[config.mk]
export PLATFORM = sky130hd
export DESIGN_NAME = sclg_top
export DESIGN_NICKNAME = d
export VERILOG_FILES = /design/src/logic/sclg_pkg.sv /design/src/logic/sclg_top.sv
export SDC_FILE = /design/constraint.sdc
export NUM_CORES = 1
export LEC_CHECK = 0
export ABC_CLOCK_PERIOD_IN_PS = 3450
export BUFFER_PORTS_ARGS = -buffer_cell sky130_fd_sc_hd__buf_2
export CAP_MARGIN = 25
export CORE_MARGIN = 3
export CORE_UTILIZATION = 45
export CTS_BUF_LIST = sky130_fd_sc_hd__clkbuf_2
export DETAILED_ROUTE_END_ITERATION = 8
export PLACE_DENSITY = 0.73
export SYNTH_ARGS = -nofsm -noshare
export SYNTH_HDL_FRONTEND = slang
export SYNTH_SLANG_ARGS = --single-unit
[constraint.sdc]
create_clock -name clock_i -period 3.45 [get_ports clock_i]
set_input_delay 0.5175 -clock clock_i [delete_from_list [all_inputs] [get_ports clock_i]]
set_output_delay 0.5175 -clock clock_i [all_outputs]
set_load 0.01 [all_outputs]
[src/logic/sclg_pkg.sv]
// Package for the step counter latch and gate block: register map and field layout
package sclg_pkg;
  // Register byte offsets
  localparam logic [11:0] CTRL_ADDR    = 12'h000;
  localparam logic [11:0] FEAT_ADDR    = 12'h004;
  localparam logic [11:0] STAT_ADDR    = 12'h008;
  localparam logic [11:0] LATCH_ADDR   = 12'h00c;
  localparam logic [11:0] COUNT_ADDR   = 12'h010;
  localparam logic [11:0] IRQ_ST_ADDR  = 12'h014;
  localparam logic [11:0] IRQ_MSK_ADDR = 12'h018;
  // Control word bit positions
  localparam int ZERO_EN_BIT = 0;
  localparam int IN1_EN_BIT  = 1;
  localparam int IN2_EN_BIT  = 2;
  localparam int RISE_EN_BIT = 3;
  localparam int FALL_EN_BIT = 4;
  localparam int CTRL_W      = 5;
  // Feature register bit positions
  localparam int LOW_INH_BIT  = 12;
  localparam int HIGH_INH_BIT = 13;
  // Status word bit position
  localparam int INHIBIT_BIT = 7;
  // Interrupt status bits: capture event, inhibit entered
  localparam int IRQ_CAP_BIT = 0;
  localparam int IRQ_INH_BIT = 1;
  localparam int IRQ_W       = 2;
  // Reset values
  localparam logic [CTRL_W-1:0] CTRL_RST = 5'h00;
  localparam logic [1:0]        FEAT_RST = 2'h0;
  localparam logic [31:0]       WORD_RST = 32'h0000_0000;
  // AHB encodings
  localparam logic [1:0] HTRANS_NONSEQ = 2'h2;
  localparam logic       HRESP_OKAY    = 1'h0;
endpackage : sclg_pkg

[src/logic/sclg_top.sv]
// Step counter latch/gate block with AHB-Lite register slave
//
// Overview of operation
// - Input one rising edge latches counter
// - Input two rising edge latches counter
// - Zero mark rising edge latches counter
// - Gate rising edge latches counter
// - Gate falling edge latches counter
// - Low-level feature: gate low stops counting
// - High-level feature: gate high stops counting
// - Inhibited status shown while gate disables
`timescale 1ns/100ps
module sclg_top #(
  parameter int CNT_W = 32
) (
  input  wire logic             clock_i,
  input  wire logic             reset_i,
  input  wire logic             count_step_i,
  input  wire logic             count_down_i,
  input  wire logic             zero_mark_i,
  input  wire logic             input_one_i,
  input  wire logic             input_two_i,
  input  wire logic             latch_gate_i,
  input  wire logic             hsel_i,
  input  wire logic [31:0]      haddr_i,
  input  wire logic [1:0]       htrans_i,
  input  wire logic             hwrite_i,
  input  wire logic [2:0]       hsize_i,
  input  wire logic [31:0]      hwdata_i,
  input  wire logic             hready_i,
  output logic      [31:0]      hrdata_o,
  output logic                  hreadyout_o,
  output logic                  hresp_o,
  output logic                  counter_inhibited_flag_o,
  output logic                  irq_o
);

  typedef struct packed {
    logic [3:0]                 sync_q;     // Zero, in1, in2, gate samples
    logic [3:0]                 prev_q;     // Previous samples for edges
    logic [CNT_W-1:0]           count;
    logic [CNT_W-1:0]           latch_val;
    logic [sclg_pkg::CTRL_W-1:0] ctrl;
    logic                       gate_low_inhibit_feature;
    logic                       gate_high_inhibit_feature;
    logic                       inhibited;
    logic [sclg_pkg::IRQ_W-1:0] irq_status;
    logic [sclg_pkg::IRQ_W-1:0] irq_mask;
    logic                       irq;
    logic                       wr_pend;
    logic [11:0]                wr_addr;
    logic [31:0]                rdata;
  } sclg_state_t;

  sclg_state_t st;
  sclg_state_t next_st;

  // Read mux for one register word
  function automatic logic [31:0] sclg_read(input sclg_state_t s, input logic [11:0] a);
    logic [31:0] d;
    d = sclg_pkg::WORD_RST;
    if (a == sclg_pkg::CTRL_ADDR) begin
      d[sclg_pkg::CTRL_W-1:0] = s.ctrl;
    end else if (a == sclg_pkg::FEAT_ADDR) begin
      d[sclg_pkg::LOW_INH_BIT]  = s.gate_low_inhibit_feature;
      d[sclg_pkg::HIGH_INH_BIT] = s.gate_high_inhibit_feature;
    end else if (a == sclg_pkg::STAT_ADDR) begin
      d[sclg_pkg::INHIBIT_BIT] = s.inhibited;
    end else if (a == sclg_pkg::LATCH_ADDR) begin
      d[CNT_W-1:0] = s.latch_val;
    end else if (a == sclg_pkg::COUNT_ADDR) begin
      d[CNT_W-1:0] = s.count;
    end else if (a == sclg_pkg::IRQ_ST_ADDR) begin
      d[sclg_pkg::IRQ_W-1:0] = s.irq_status;
    end else if (a == sclg_pkg::IRQ_MSK_ADDR) begin
      d[sclg_pkg::IRQ_W-1:0] = s.irq_mask;
    end
    return d;
  endfunction : sclg_read

  // Whole next-state computation
  always_comb begin
    logic [3:0]                 rise;
    logic [3:0]                 fall;
    logic                       capture;
    logic                       inh;
    logic                       addr_ok;
    logic [sclg_pkg::IRQ_W-1:0] ev;
    rise    = '0;
    fall    = '0;
    capture = 1'b0;
    inh     = 1'b0;
    addr_ok = 1'b0;
    ev      = '0;
    next_st = st;

    // Pins are registered once; edges come from two registered samples
    next_st.sync_q = {zero_mark_i, input_one_i, input_two_i, latch_gate_i};
    next_st.prev_q = st.sync_q;
    rise = st.sync_q & ~st.prev_q;
    fall = ~st.sync_q & st.prev_q;

    // Gate level inhibit, bit 0 of sync_q is the gate
    inh = (st.gate_low_inhibit_feature & ~st.sync_q[0])
        | (st.gate_high_inhibit_feature & st.sync_q[0]);
    next_st.inhibited = inh;

    // Counter steps only while not inhibited
    if (count_step_i && !inh) begin
      next_st.count = count_down_i ? st.count - 1'b1 : st.count + 1'b1;
    end

    // Captures; all share one latch, so simultaneous edges store one value
    capture = (st.ctrl[sclg_pkg::ZERO_EN_BIT] & rise[3])
            | (st.ctrl[sclg_pkg::IN1_EN_BIT]  & rise[2])
            | (st.ctrl[sclg_pkg::IN2_EN_BIT]  & rise[1])
            | (st.ctrl[sclg_pkg::RISE_EN_BIT] & rise[0])
            | (st.ctrl[sclg_pkg::FALL_EN_BIT] & fall[0]);
    if (capture) begin
      next_st.latch_val = st.count;
    end

    // Write data phase; hwdata valid now
    if (st.wr_pend) begin
      next_st.wr_pend = 1'b0;
      if (st.wr_addr == sclg_pkg::CTRL_ADDR) begin
        next_st.ctrl = hwdata_i[sclg_pkg::CTRL_W-1:0];
      end else if (st.wr_addr == sclg_pkg::FEAT_ADDR) begin
        next_st.gate_low_inhibit_feature  = hwdata_i[sclg_pkg::LOW_INH_BIT];
        next_st.gate_high_inhibit_feature = hwdata_i[sclg_pkg::HIGH_INH_BIT];
      end else if (st.wr_addr == sclg_pkg::IRQ_ST_ADDR) begin
        next_st.irq_status = st.irq_status & ~hwdata_i[sclg_pkg::IRQ_W-1:0];
      end else if (st.wr_addr == sclg_pkg::IRQ_MSK_ADDR) begin
        next_st.irq_mask = hwdata_i[sclg_pkg::IRQ_W-1:0];
      end
    end

    // Events set after the clear so a same-cycle event wins
    ev[sclg_pkg::IRQ_CAP_BIT] = capture;
    ev[sclg_pkg::IRQ_INH_BIT] = inh & ~st.inhibited;
    next_st.irq_status = next_st.irq_status | ev;
    next_st.irq = |(next_st.irq_status & next_st.irq_mask);

    // Address phase: zero wait states, read data registered for next cycle
    addr_ok = hsel_i && hready_i && (htrans_i == sclg_pkg::HTRANS_NONSEQ);
    if (addr_ok && hwrite_i) begin
      next_st.wr_pend = 1'b1;
      next_st.wr_addr = haddr_i[11:0];
    end
    if (addr_ok && !hwrite_i) begin
      next_st.rdata = sclg_read(st, haddr_i[11:0]);
    end

    if (reset_i) begin
      next_st = '0;
      next_st.ctrl = sclg_pkg::CTRL_RST;
      next_st.gate_low_inhibit_feature  = sclg_pkg::FEAT_RST[0];
      next_st.gate_high_inhibit_feature = sclg_pkg::FEAT_RST[1];
    end
  end

  // Single state register
  always_ff @(posedge clock_i) begin
    st <= next_st;
  end

  // Outputs straight from flip-flops or tied constant; the slave never stalls
  assign hrdata_o                 = st.rdata;
  assign hreadyout_o              = 1'b1;
  assign hresp_o                  = sclg_pkg::HRESP_OKAY;
  assign counter_inhibited_flag_o = st.inhibited;
  assign irq_o                    = st.irq;

endmodule : sclg_top

# [Word level (Yosys, flattened, before mapping)]
# Cells that the tools add are included.
[totals] reg_bits=130 in_bits=80 out_inout_bits=36 wordCells=83
[classes] add_sub_neg=2 n_eq_ne=10 mux=21 n_bitwise=24 reduce_logical=12
[op_table] cell="$mux 32" count=2
[op_table] cell="$eq 12x5->1 const B" count=5
[op_table] cell="$add 32x1->32 const B" count=1
[op_table] cell="$sub 32x1->32 const B" count=1
[op_table] cell="$mux 30" count=1
[op_table] cell="$mux 27" count=1
[op_table] cell="$eq 12x3->1 const B" count=2
[op_table] cell="$eq 12x4->1 const B" count=2
[op_table] cell="$logic_not 12->1" count=2
[op_table] cell="$mux 24" count=1
[op_table] cell="$mux 18" count=1
[op_table] cell="$mux 2" count=7
[op_table] cell="$mux 13" count=1
[op_table] cell="$mux 12" count=1
[op_table] cell="$mux 4" count=3
[op_table] cell="$and 1x1->1" count=9
[op_table] cell="$mux 7" count=1
[op_table] cell="$logic_and 1x1->1" count=5
[op_table] cell="$mux 5" count=1
[op_table] cell="$or 1x1->1" count=5
[op_table] cell="$and 2x2->2" count=2
[op_table] cell="$and 4x4->4" count=1
[op_table] cell="$not 1->1" count=4
[op_table] cell="$not 4->4" count=1
[op_table] cell="8 further kinds" count=9

# [Depth between registers and ports, before layout]
# Gate-level depths: netlist of run 1.
[depth] word_depth=10 mapped_depth=9 mapped_depth_nobuf=9

# [Worst setup path before layout of run 1]
# OpenSTA, ideal clock, no wires.
[synth_timing] path_kind="in2reg" start="input port count_down_i" end="register st[102] (netlist bit)" t_arrival_ps=2503 t_required_ps=3328 slack_ps=825 path_stages=9 n_path_buf=0 cell_sequence="fa_1 > a211oi_1 > o21bai_1 > a21oi_2 > o21ai_1 > nand3_1 > a31oi_1 > mux2_1 > a311o_1"
[synth_via] elab_chain_len=1
[synth_lines] element="start, declared" line="sclg_top.sv:19" source="input wire logic count_down_i,"
[synth_lines] element="$mux 32" line="sclg_top.sv:110" source="next_st.count = count_down_i ? st.count - 1'b1 : st.count + 1'b1;"
[synth_lines] element="end signal, assigned" line="sclg_top.sv:164" source="st <= next_st;"
[synth_lines] element="end, declared" line="sclg_top.sv:55" source="sclg_state_t st;"
# Every way passes these cells.
# A chain may end at the register's enable or synchronous reset.

# [Worst setup path after layout of run 1]
[layout_timing] start="register st[90] (netlist bit)" end="register st[112] (netlist bit)"
[layout_via] elab_chain_len=2 word_cells_on_any_way=3
[layout_lines] element="$add 32x1->32 / $sub 32x1->32 (equally long branches)" line="sclg_top.sv:110"
[layout_lines] element="$mux 32 *" line="sclg_top.sv:110"
# Mark *: on every way between the ends. The rest lies on a longest branch, timed or not.

==> impl_metrics.prom, run 1 <==
# TYPE chip_impl_metric gauge
chip_impl_metric{name="synth_area",unit="mm^2"} 0.00678
chip_impl_metric{name="die_x",unit="um"} 129
chip_impl_metric{name="globalRouteMet1Util",unit="%"} 27.0
chip_impl_metric{name="use_met2",unit="%"} 27.6
chip_impl_metric{name="effective_utilization_at_floorplan",unit="%"} 46.3
chip_impl_metric{name="num_rows",unit=""} 44
chip_impl_metric{name="first_global_vias",unit=""} 5094
chip_impl_metric{name="postSynthNetCount",unit=""} 914
chip_impl_info{name="hold_path_class",value="primary input to flip-flop"} 1
chip_impl_info{name="status",value="completed"} 1
chip_impl_metric{name="finalWorstSetupSlack",unit="ps"} 686
chip_impl_metric{name="slew_viol_final",unit=""} 0
chip_impl_metric{name="dp_slack",unit="ps"} 245
chip_impl_metric{name="worstPathRequired",unit="ps"} 4080
chip_impl_metric{name="report.final.setup_viol",unit=""} 0
chip_impl_metric{name="ratio_of_total_power_to_cell_area",unit="mW/mm^2"} 438
chip_impl_metric{name="dp_hpwl",unit="um"} 10800
chip_impl_metric{name="design.die.area",unit="mm^2"} 0.0166
chip_impl_metric{name="worst_ep_arrival_time",unit="ps"} 3400
chip_impl_metric{name="r2r_slack",unit="ps"} 690
chip_impl_info{name="worstSetupPathType",value="flip-flop to flip-flop"} 1
chip_impl_info{name="start_kind",value="flip-flop"} 1
chip_impl_info{name="synth_ff_type",value="sky130_fd_sc_hd__dfxtp_1"} 1
chip_impl_info{name="globalRoute.busiestLayer",value="met2"} 1
chip_impl_metric{name="die_h",unit="um"} 129
chip_impl_info{name="reg2reg_from",value="st[90]$_SDFFE_PP0P_"} 1
chip_impl_info{name="min_from",value="hwdata_i[2]"} 1
chip_impl_metric{name="tightest_slew",unit="ps"} 899
chip_impl_metric{name="numCtsBuffers",unit=""} 17
chip_impl_metric{name="drt-total-wl",unit="um"} 14900
chip_impl_metric{name="htree_levels",unit=""} 4
chip_impl_metric{name="post_layout_minimum_cycle_time",unit="ps"} 2760
chip_impl_metric{name="fillers",unit=""} 1384
chip_impl_metric{name="cts_max_path_buffers",unit=""} 2
chip_impl_metric{name="finalWeightedCongestion",unit=""} 0.933
chip_impl_info{name="hold-path-endpoint",value="st[55]$_SDFFE_PP0P_"} 1
chip_impl_info{name="endpoint_of_the_lowest_slack_register_to_register_path",value="st[112]$_SDFFE_PP0P_"} 1
chip_impl_metric{name="synth.ff_latch_count",unit=""} 130
chip_impl_metric{name="initialDrtViolationCount",unit=""} 486
chip_impl_metric{name="gr-usage-met3",unit="%"} 4.11
chip_impl_metric{name="layout-drive-gt1-share",unit="%"} 15.3
chip_impl_metric{name="yosys.cell_types.count",unit=""} 63
chip_impl_metric{name="async_reset_ff_share",unit="%"} 0
chip_impl_info{name="crit_path_end_kind",value="flip-flop"} 1
chip_impl_metric{name="postRouteAntennaNets",unit=""} 0
chip_impl_metric{name="timing.fmax",unit="GHz"} 0.362
chip_impl_metric{name="period_share",unit="%"} 80.1
chip_impl_metric{name="number_of_port_buffers",unit=""} 65
chip_impl_metric{name="drt-pass1-iter-count",unit=""} 6
chip_impl_metric{name="gr-usage-all-layers",unit="%"} 18.5
chip_impl_metric{name="count_of_endpoints_failing_hold_in_the_final_timing_report",unit=""} 0
chip_impl_metric{name="num-nets-final",unit=""} 943
chip_impl_info{name="tritoncts",value="yes"} 1
chip_impl_metric{name="clkTransAtPathRegs",unit="ps"} 190
chip_impl_metric{name="fin_skew",unit="ps"} 37.2
chip_impl_metric{name="rel_slew_slack",unit="%"} 39.9
chip_impl_metric{name="coreArea",unit="mm^2"} 0.0146
chip_impl_metric{name="grt_first_pass_wirelength",unit="um"} 25000
chip_impl_metric{name="peakVddDrop",unit="mV"} 0.204
chip_impl_metric{name="netlist_instances",unit=""} 803
chip_impl_info{name="cts-root-buf",value="sky130_fd_sc_hd__clkbuf_2"} 1
chip_impl_metric{name="synth-seq-area-share",unit="%"} 38.4
chip_impl_metric{name="whs_path_depth",unit=""} 3
chip_impl_metric{name="count_of_clock_tree_sinks",unit=""} 130
chip_impl_metric{name="globalRouteOverflowTotal",unit=""} 0
chip_impl_metric{name="num_io_pins",unit=""} 116
chip_impl_info{name="rsz0062_at_grt",value="false"} 1
chip_impl_metric{name="timing.critical_path.fanout_max",unit=""} 6
chip_impl_metric{name="avgViaCountPerCell",unit=""} 5.46
chip_impl_metric{name="synth.yosys.warnings",unit=""} 0
chip_impl_metric{name="detailroute.via_count",unit=""} 5622
chip_impl_metric{name="number_of_cells_on_the_worst_reg_to_reg_path",unit=""} 9
chip_impl_metric{name="grt_antenna_before_repair",unit=""} 1
chip_impl_metric{name="area_added_between_synthesis_and_finish",unit="%"} 8.36
chip_impl_metric{name="synthesis.area_per_instance",unit="um^2"} 8.44
chip_impl_metric{name="grt_max_degree",unit=""} 63
chip_impl_metric{name="cap_viol_max_count",unit=""} 0
chip_impl_metric{name="fin_setup_tns",unit="ps"} 0
chip_impl_metric{name="drt-wirelength-per-cell",unit="um"} 14.4
chip_impl_metric{name="clk-insertion-delay-late",unit="ps"} 670
chip_impl_metric{name="synth_edf_count",unit=""} 0
chip_impl_metric{name="power_leakage",unit="uW"} 0.00325
chip_impl_metric{name="drc_errors",unit=""} 0
chip_impl_metric{name="cts_repair_resize_count",unit=""} 0
-- cell families after synthesis --
logic type	synth area share, %
AO/OA/AOI/OAI	18.6
AND/OR/NAND/NOR	18.8
adder cells (fa/ha/maj)	5.83
flip-flops	38.4
multiplexers	8.32
buffers and inverters	6.85
XOR/XNOR	3.10
other	0.111
-- cells in the mapped netlist, types with 3 or more instances --
cell type / instances / area, um^2
sky130_fd_sc_hd__nor2_1: 143 / 537
sky130_fd_sc_hd__dfxtp_1: 130 / 2600
sky130_fd_sc_hd__a21oi_1: 76 / 380
sky130_fd_sc_hd__nand2_1: 60 / 225
sky130_fd_sc_hd__mux2i_1: 53 / 531
sky130_fd_sc_hd__buf_4: 35 / 263
sky130_fd_sc_hd__ha_1: 30 / 375
sky130_fd_sc_hd__a22oi_1: 25 / 188
sky130_fd_sc_hd__clkbuf_1: 25 / 93.8
sky130_fd_sc_hd__o21ai_0: 24 / 120
sky130_fd_sc_hd__a211oi_1: 15 / 113
sky130_fd_sc_hd__nor3_1: 14 / 70.1
sky130_fd_sc_hd__inv_1: 13 / 48.8
sky130_fd_sc_hd__nor2b_1: 13 / 81.3
sky130_fd_sc_hd__xor2_1: 13 / 114
sky130_fd_sc_hd__xnor2_1: 11 / 96.3
sky130_fd_sc_hd__a21o_1: 10 / 75.1
sky130_fd_sc_hd__buf_2: 8 / 40.0
sky130_fd_sc_hd__nand3_1: 6 / 30.0
sky130_fd_sc_hd__nor4_1: 6 / 37.5
sky130_fd_sc_hd__o21bai_1: 6 / 45.0
sky130_fd_sc_hd__a222oi_1: 5 / 50.1
sky130_fd_sc_hd__nand3b_1: 5 / 37.5
sky130_fd_sc_hd__a31oi_1: 4 / 25.0
sky130_fd_sc_hd__and3_1: 4 / 25.0
sky130_fd_sc_hd__buf_1: 4 / 15.0
sky130_fd_sc_hd__nand4_1: 4 / 25.0
sky130_fd_sc_hd__nor3_2: 4 / 40.0
sky130_fd_sc_hd__and2_1: 3 / 18.8
sky130_fd_sc_hd__mux2_1: 3 / 33.8
sky130_fd_sc_hd__nand4b_1: 3 / 26.3
sky130_fd_sc_hd__nor4b_1: 3 / 26.3
sky130_fd_sc_hd__o21ai_1: 3 / 15.0
-- cell type report --
type                            count  area, um^2  area share, %
Sequential cell                   130        2600           35.4
Multi-Input combinational cell    587        3730           50.7
Clock inverter                     15         143           1.94
Tap cell                          184         230           3.13
Antenna cell                        1        2.50         0.0341
Clock buffer                       17        85.1           1.16
Inverter                           14        52.6          0.715
Timing Repair Buffer               82         503           6.85
-- through the flow --
stage	cells	hold slack [ps]	utilization [%]	power, uW	cell area, um^2
global route	1030	21.8	50.2	3420	7350
detailed placement	993	463	48.3	2350	7080
floorplan	803	438	-	2180	6780
CTS	1028	3.89	50.1	3240	7330
global placement	993	460	48.3	2340	7080
finish	1030	75.9	50.2	3220	7350
-- layout by cell type (no fill, tap or decap), drive strengths merged, types with 3 or more instances in the layout --
cell type / netlist / final
nor2: 145 / 145
dfxtp: 130 / 130
buf: 47 / 78
a21oi: 77 / 77
nand2: 60 / 60
mux2i: 53 / 53
ha: 30 / 30
o21ai: 28 / 28
a22oi: 25 / 25
nor3: 18 / 18
clkbuf: 25 / 17
a211oi: 17 / 17
inv: 14 / 15
nor2b: 13 / 13
xor2: 13 / 13
xnor2: 11 / 11
a21o: 10 / 10
nand3: 8 / 8
nor4: 7 / 7
o21bai: 7 / 7
clkinvlp: 0 / 6
clkinv: 0 / 6
a222oi: 5 / 5
nand3b: 5 / 5
and3: 5 / 5
a31oi: 5 / 5
nand4: 4 / 4
dlygate4sd3: 0 / 4
nand4b: 3 / 3
and2: 3 / 3
mux2: 3 / 3
nor4b: 3 / 3
-- how the worst max path moves through the flow --
stage / endpoint / slack [ps] / from
5_1_grt: st[112]$_SDFFE_PP0P_ / 390 / st[90]$_SDFFE_PP0P_
4_1_cts: st[112]$_SDFFE_PP0P_ / 700 / st[90]$_SDFFE_PP0P_
6_report: st[112]$_SDFFE_PP0P_ / 690 / st[90]$_SDFFE_PP0P_
3_3_place_gp: st[102]$_SDFFE_PP0P_ / 250 / count_down_i
2_1_floorplan: st[102]$_SDFFE_PP0P_ / 820 / count_down_i
3_5_place_dp: st[112]$_SDFFE_PP0P_ / 250 / count_down_i
-- registers in the layout, summed over array words and instances (netlist names) --
name and flops:
irq_o 1, counter_inhibited_flag_o 1, hrdata_o 32, st 96
-- worst max-delay path, cell delays in order, from the launching register on --
cell and delay (ps):
sky130_fd_sc_hd__dfxtp_1 430, sky130_fd_sc_hd__fa_1 480, sky130_fd_sc_hd__a211oi_1 330, sky130_fd_sc_hd__o21bai_1 140
sky130_fd_sc_hd__a21oi_2 260, sky130_fd_sc_hd__o21ai_1 170, sky130_fd_sc_hd__a22oi_1 340, sky130_fd_sc_hd__a21oi_1 150
sky130_fd_sc_hd__nor4b_1 310, sky130_fd_sc_hd__a211o_1 140
-- power breakdown --
group,leakage (uW),internal [uW],total (uW),switching [uW]
clock,0.000119,321,890,569
combinational,0.00208,288,676,388
sequential,0.00106,1570,1650,84.7
-- timing repair --
item,4_1_cts,5_1_grt
hold buffers,3,1
buffers inserted,0,0
endpoints found under the hold margin,3,1
-- routing by layer --
| metal | up-vias | share of wire, % |
|---|---|---|
| li1 | 2878 | - |
| met5 | - | 0 |
| met2 | 134 | 45 |
| met1 | 2596 | 49 |
| met4 | 0 | 1.2 |
| met3 | 14 | 5.2 |
Power figures use the tool's default switching activity.
==> run 2: changes to the inputs <==
- ABC_CLOCK_PERIOD_IN_PS: 3450 -> 2900
- clock period: 3.45 -> 2.9 ns (I/O delays scaled with it)
==> impl_metrics.prom, run 2 (synthesized netlist as in run 1, its figures left out) <==
# TYPE chip_impl_metric gauge
chip_impl_metric{name="postRouteAntennaNets",unit=""} 0
chip_impl_metric{name="tightest_slew",unit="ps"} 857
chip_impl_metric{name="timing.fmax",unit="GHz"} 0.374
chip_impl_metric{name="globalRouteOverflowTotal",unit=""} 0
chip_impl_metric{name="num_rows",unit=""} 44
chip_impl_metric{name="dp_hpwl",unit="um"} 11200
chip_impl_info{name="tritoncts",value="yes"} 1
chip_impl_info{name="status",value="completed"} 1
chip_impl_metric{name="clk-insertion-delay-late",unit="ps"} 680
chip_impl_metric{name="critPathMaxStageDelay",unit="ps"} 420
chip_impl_info{name="top_register",value="st"} 1
chip_impl_metric{name="antenna_cells_inserted",unit=""} 0
chip_impl_metric{name="first_global_vias",unit=""} 5282
chip_impl_metric{name="numCtsBuffers",unit=""} 17
chip_impl_metric{name="drc_errors",unit=""} 0
chip_impl_info{name="layout_commonest_cell",value="sky130_fd_sc_hd__nor2_1"} 1
chip_impl_metric{name="largest_register_ffs",unit=""} 96
chip_impl_info{name="worst_path_max_delay_cell",value="sky130_fd_sc_hd__fa_1"} 1
chip_impl_metric{name="number_of_port_buffers",unit=""} 65
chip_impl_metric{name="cts_max_path_buffers",unit=""} 2
chip_impl_metric{name="ratio_of_total_power_to_cell_area",unit="mW/mm^2"} 509
chip_impl_metric{name="detailroute.via_count",unit=""} 5846
chip_impl_metric{name="post_layout_minimum_cycle_time",unit="ps"} 2680
chip_impl_metric{name="cts_repair_resize_count",unit=""} 0
chip_impl_metric{name="rel_slew_slack",unit="%"} 42.7
chip_impl_metric{name="num-nets-final",unit=""} 1006
chip_impl_metric{name="drt-total-wl",unit="um"} 15700
chip_impl_metric{name="fillers",unit=""} 1334
chip_impl_metric{name="timing.critical_path.fanout_max",unit=""} 5
chip_impl_metric{name="avgViaCountPerCell",unit=""} 5.35
chip_impl_metric{name="effective_utilization_at_floorplan",unit="%"} 46.3
chip_impl_metric{name="drt-pass1-iter-count",unit=""} 5
chip_impl_metric{name="fin_skew",unit="ps"} 37.5
chip_impl_metric{name="die_x",unit="um"} 129
chip_impl_metric{name="grt_antenna_before_repair",unit=""} 0
chip_impl_metric{name="gr-usage-met3",unit="%"} 3.99
chip_impl_metric{name="num_io_pins",unit=""} 116
chip_impl_metric{name="finalWorstSetupSlack",unit="ps"} 224
chip_impl_info{name="cts-root-buf",value="sky130_fd_sc_hd__clkbuf_2"} 1
chip_impl_info{name="crit_path_end_kind",value="flip-flop"} 1
chip_impl_info{name="worstSetupPathType",value="flip-flop to flip-flop"} 1
chip_impl_metric{name="worstPathRequired",unit="ps"} 3500
chip_impl_metric{name="dp_slack",unit="ps"} -61.4
chip_impl_metric{name="count_of_endpoints_failing_hold_in_the_final_timing_report",unit=""} 0
chip_impl_info{name="rsz0062_at_grt",value="false"} 1
chip_impl_metric{name="area_added_between_synthesis_and_finish",unit="%"} 15.3
chip_impl_metric{name="die_h",unit="um"} 129
chip_impl_metric{name="use_met2",unit="%"} 28.9
chip_impl_metric{name="slew_viol_final",unit=""} 0
chip_impl_info{name="start_kind",value="flip-flop"} 1
chip_impl_metric{name="cap_viol_max_count",unit=""} 0
chip_impl_metric{name="grt_max_degree",unit=""} 55
chip_impl_metric{name="count_of_clock_tree_sinks",unit=""} 130
chip_impl_metric{name="design.die.area",unit="mm^2"} 0.0166
chip_impl_info{name="globalRoute.busiestLayer",value="met2"} 1
chip_impl_metric{name="gr-usage-all-layers",unit="%"} 19.0
chip_impl_metric{name="drt-wirelength-per-cell",unit="um"} 14.3
chip_impl_metric{name="finalWeightedCongestion",unit=""} 0.926
chip_impl_metric{name="dpl-instance-area",unit="mm^2"} 0.00742
chip_impl_metric{name="number_of_cells_on_the_worst_reg_to_reg_path",unit=""} 9
chip_impl_metric{name="clkTransAtPathRegs",unit="ps"} 180
chip_impl_metric{name="htree_levels",unit=""} 4
chip_impl_info{name="most-common-layout-cells",value="sky130_fd_sc_hd__nor2_1, sky130_fd_sc_hd__dfxtp_1, sky130_fd_sc_hd__a21oi_1"} 1
chip_impl_metric{name="initialDrtViolationCount",unit=""} 487
chip_impl_metric{name="worst_ep_arrival_time",unit="ps"} 3280
chip_impl_info{name="hold_path_class",value="primary input to flip-flop"} 1
chip_impl_metric{name="coreArea",unit="mm^2"} 0.0146
chip_impl_metric{name="layout-drive-gt1-share",unit="%"} 19.7
chip_impl_metric{name="globalRouteMet1Util",unit="%"} 27.5
chip_impl_metric{name="design_area",unit="mm^2"} 0.00782
chip_impl_metric{name="power_leakage",unit="uW"} 0.00356
chip_impl_metric{name="whs_path_depth",unit=""} 3
chip_impl_info{name="crit_chain",value="fa_1 -> a211oi_1 -> o21bai_1 -> a21oi_2 -> o21ai_1 -> a22oi_1 -> a21oi_1 -> nor4b_1 -> a211o_1"} 1
chip_impl_metric{name="peakVddDrop",unit="mV"} 0.291
chip_impl_metric{name="grt_first_pass_wirelength",unit="um"} 25600
chip_impl_metric{name="report.final.setup_viol",unit=""} 0
chip_impl_metric{name="period_share",unit="%"} 92.3
-- run 2: final cells by class --
cell class / count / area, um^2 / share of cell area (%)
Multi-Input combinational cell: 587 / 3730 / 47.7
Sequential cell: 130 / 2600 / 33.3
Timing Repair Buffer: 145 / 986 / 12.6
Tap cell: 184 / 230 / 2.95
Clock inverter: 11 / 113 / 1.44
Clock buffer: 21 / 105 / 1.34
Inverter: 14 / 52.6 / 0.672
-- run 2: through the flow --
stage | util, % | total power (uW) | std cells | setup TNS (ps) | hold slack (ps)
floorplan | - | 2590 | 803 | 0 | 438
global placement | 50.7 | 2910 | 1042 | -145 | 460
detailed placement | 50.7 | 2930 | 1042 | -155 | 468
CTS | 53.4 | 3990 | 1092 | 0 | 0.477
global route | 53.4 | 4200 | 1092 | 0 | 6.46
finish | 53.4 | 3980 | 1092 | 0 | 46.0
-- run 2: power by group --
| part | internal (uW) | leakage (uW) | total (uW) | switching (uW) |
|---|---|---|---|---|
| Sequential | 1870 | 0.00106 | 1960 | 94.4 |
| Clock | 398 | 0.000133 | 1050 | 649 |
| Combinational | 460 | 0.00237 | 967 | 507 |
-- run 2: path summary, 6_finish.rpt --
path	from	to	slack, ps
worst max register to register	st[91]$_SDFFE_PP0P_	st[112]$_SDFFE_PP0P_	220
worst max-delay path	st[91]$_SDFFE_PP0P_	st[112]$_SDFFE_PP0P_	220
worst min-delay path	haddr_i[7]	st[39]$_SDFFE_PP0P_	50
worst min register to register	st[129]$_SDFF_PP0_	st[125]$_SDFF_PP0_	490
-- run 2: worst max-delay path, delay by kind of cell, from the launching register on --
family | cells | cell delay, ps
flops | 1 | 410
compound gates | 7 | 1470
simple gates | 1 | 330
fa+ha+maj | 1 | 420
-- run 2: layer usage --
metal,vias to the layer above,wire length (um)
met1,2672,7910
li1,3003,-
met5,-,0
met2,158,6820
met3,13,797
met4,0,138
-- run 2: repair_timing --
item,in CTS,in global routing
endpoints found under the hold margin,18,0
hold buffers,18,0
buffers inserted,0,0
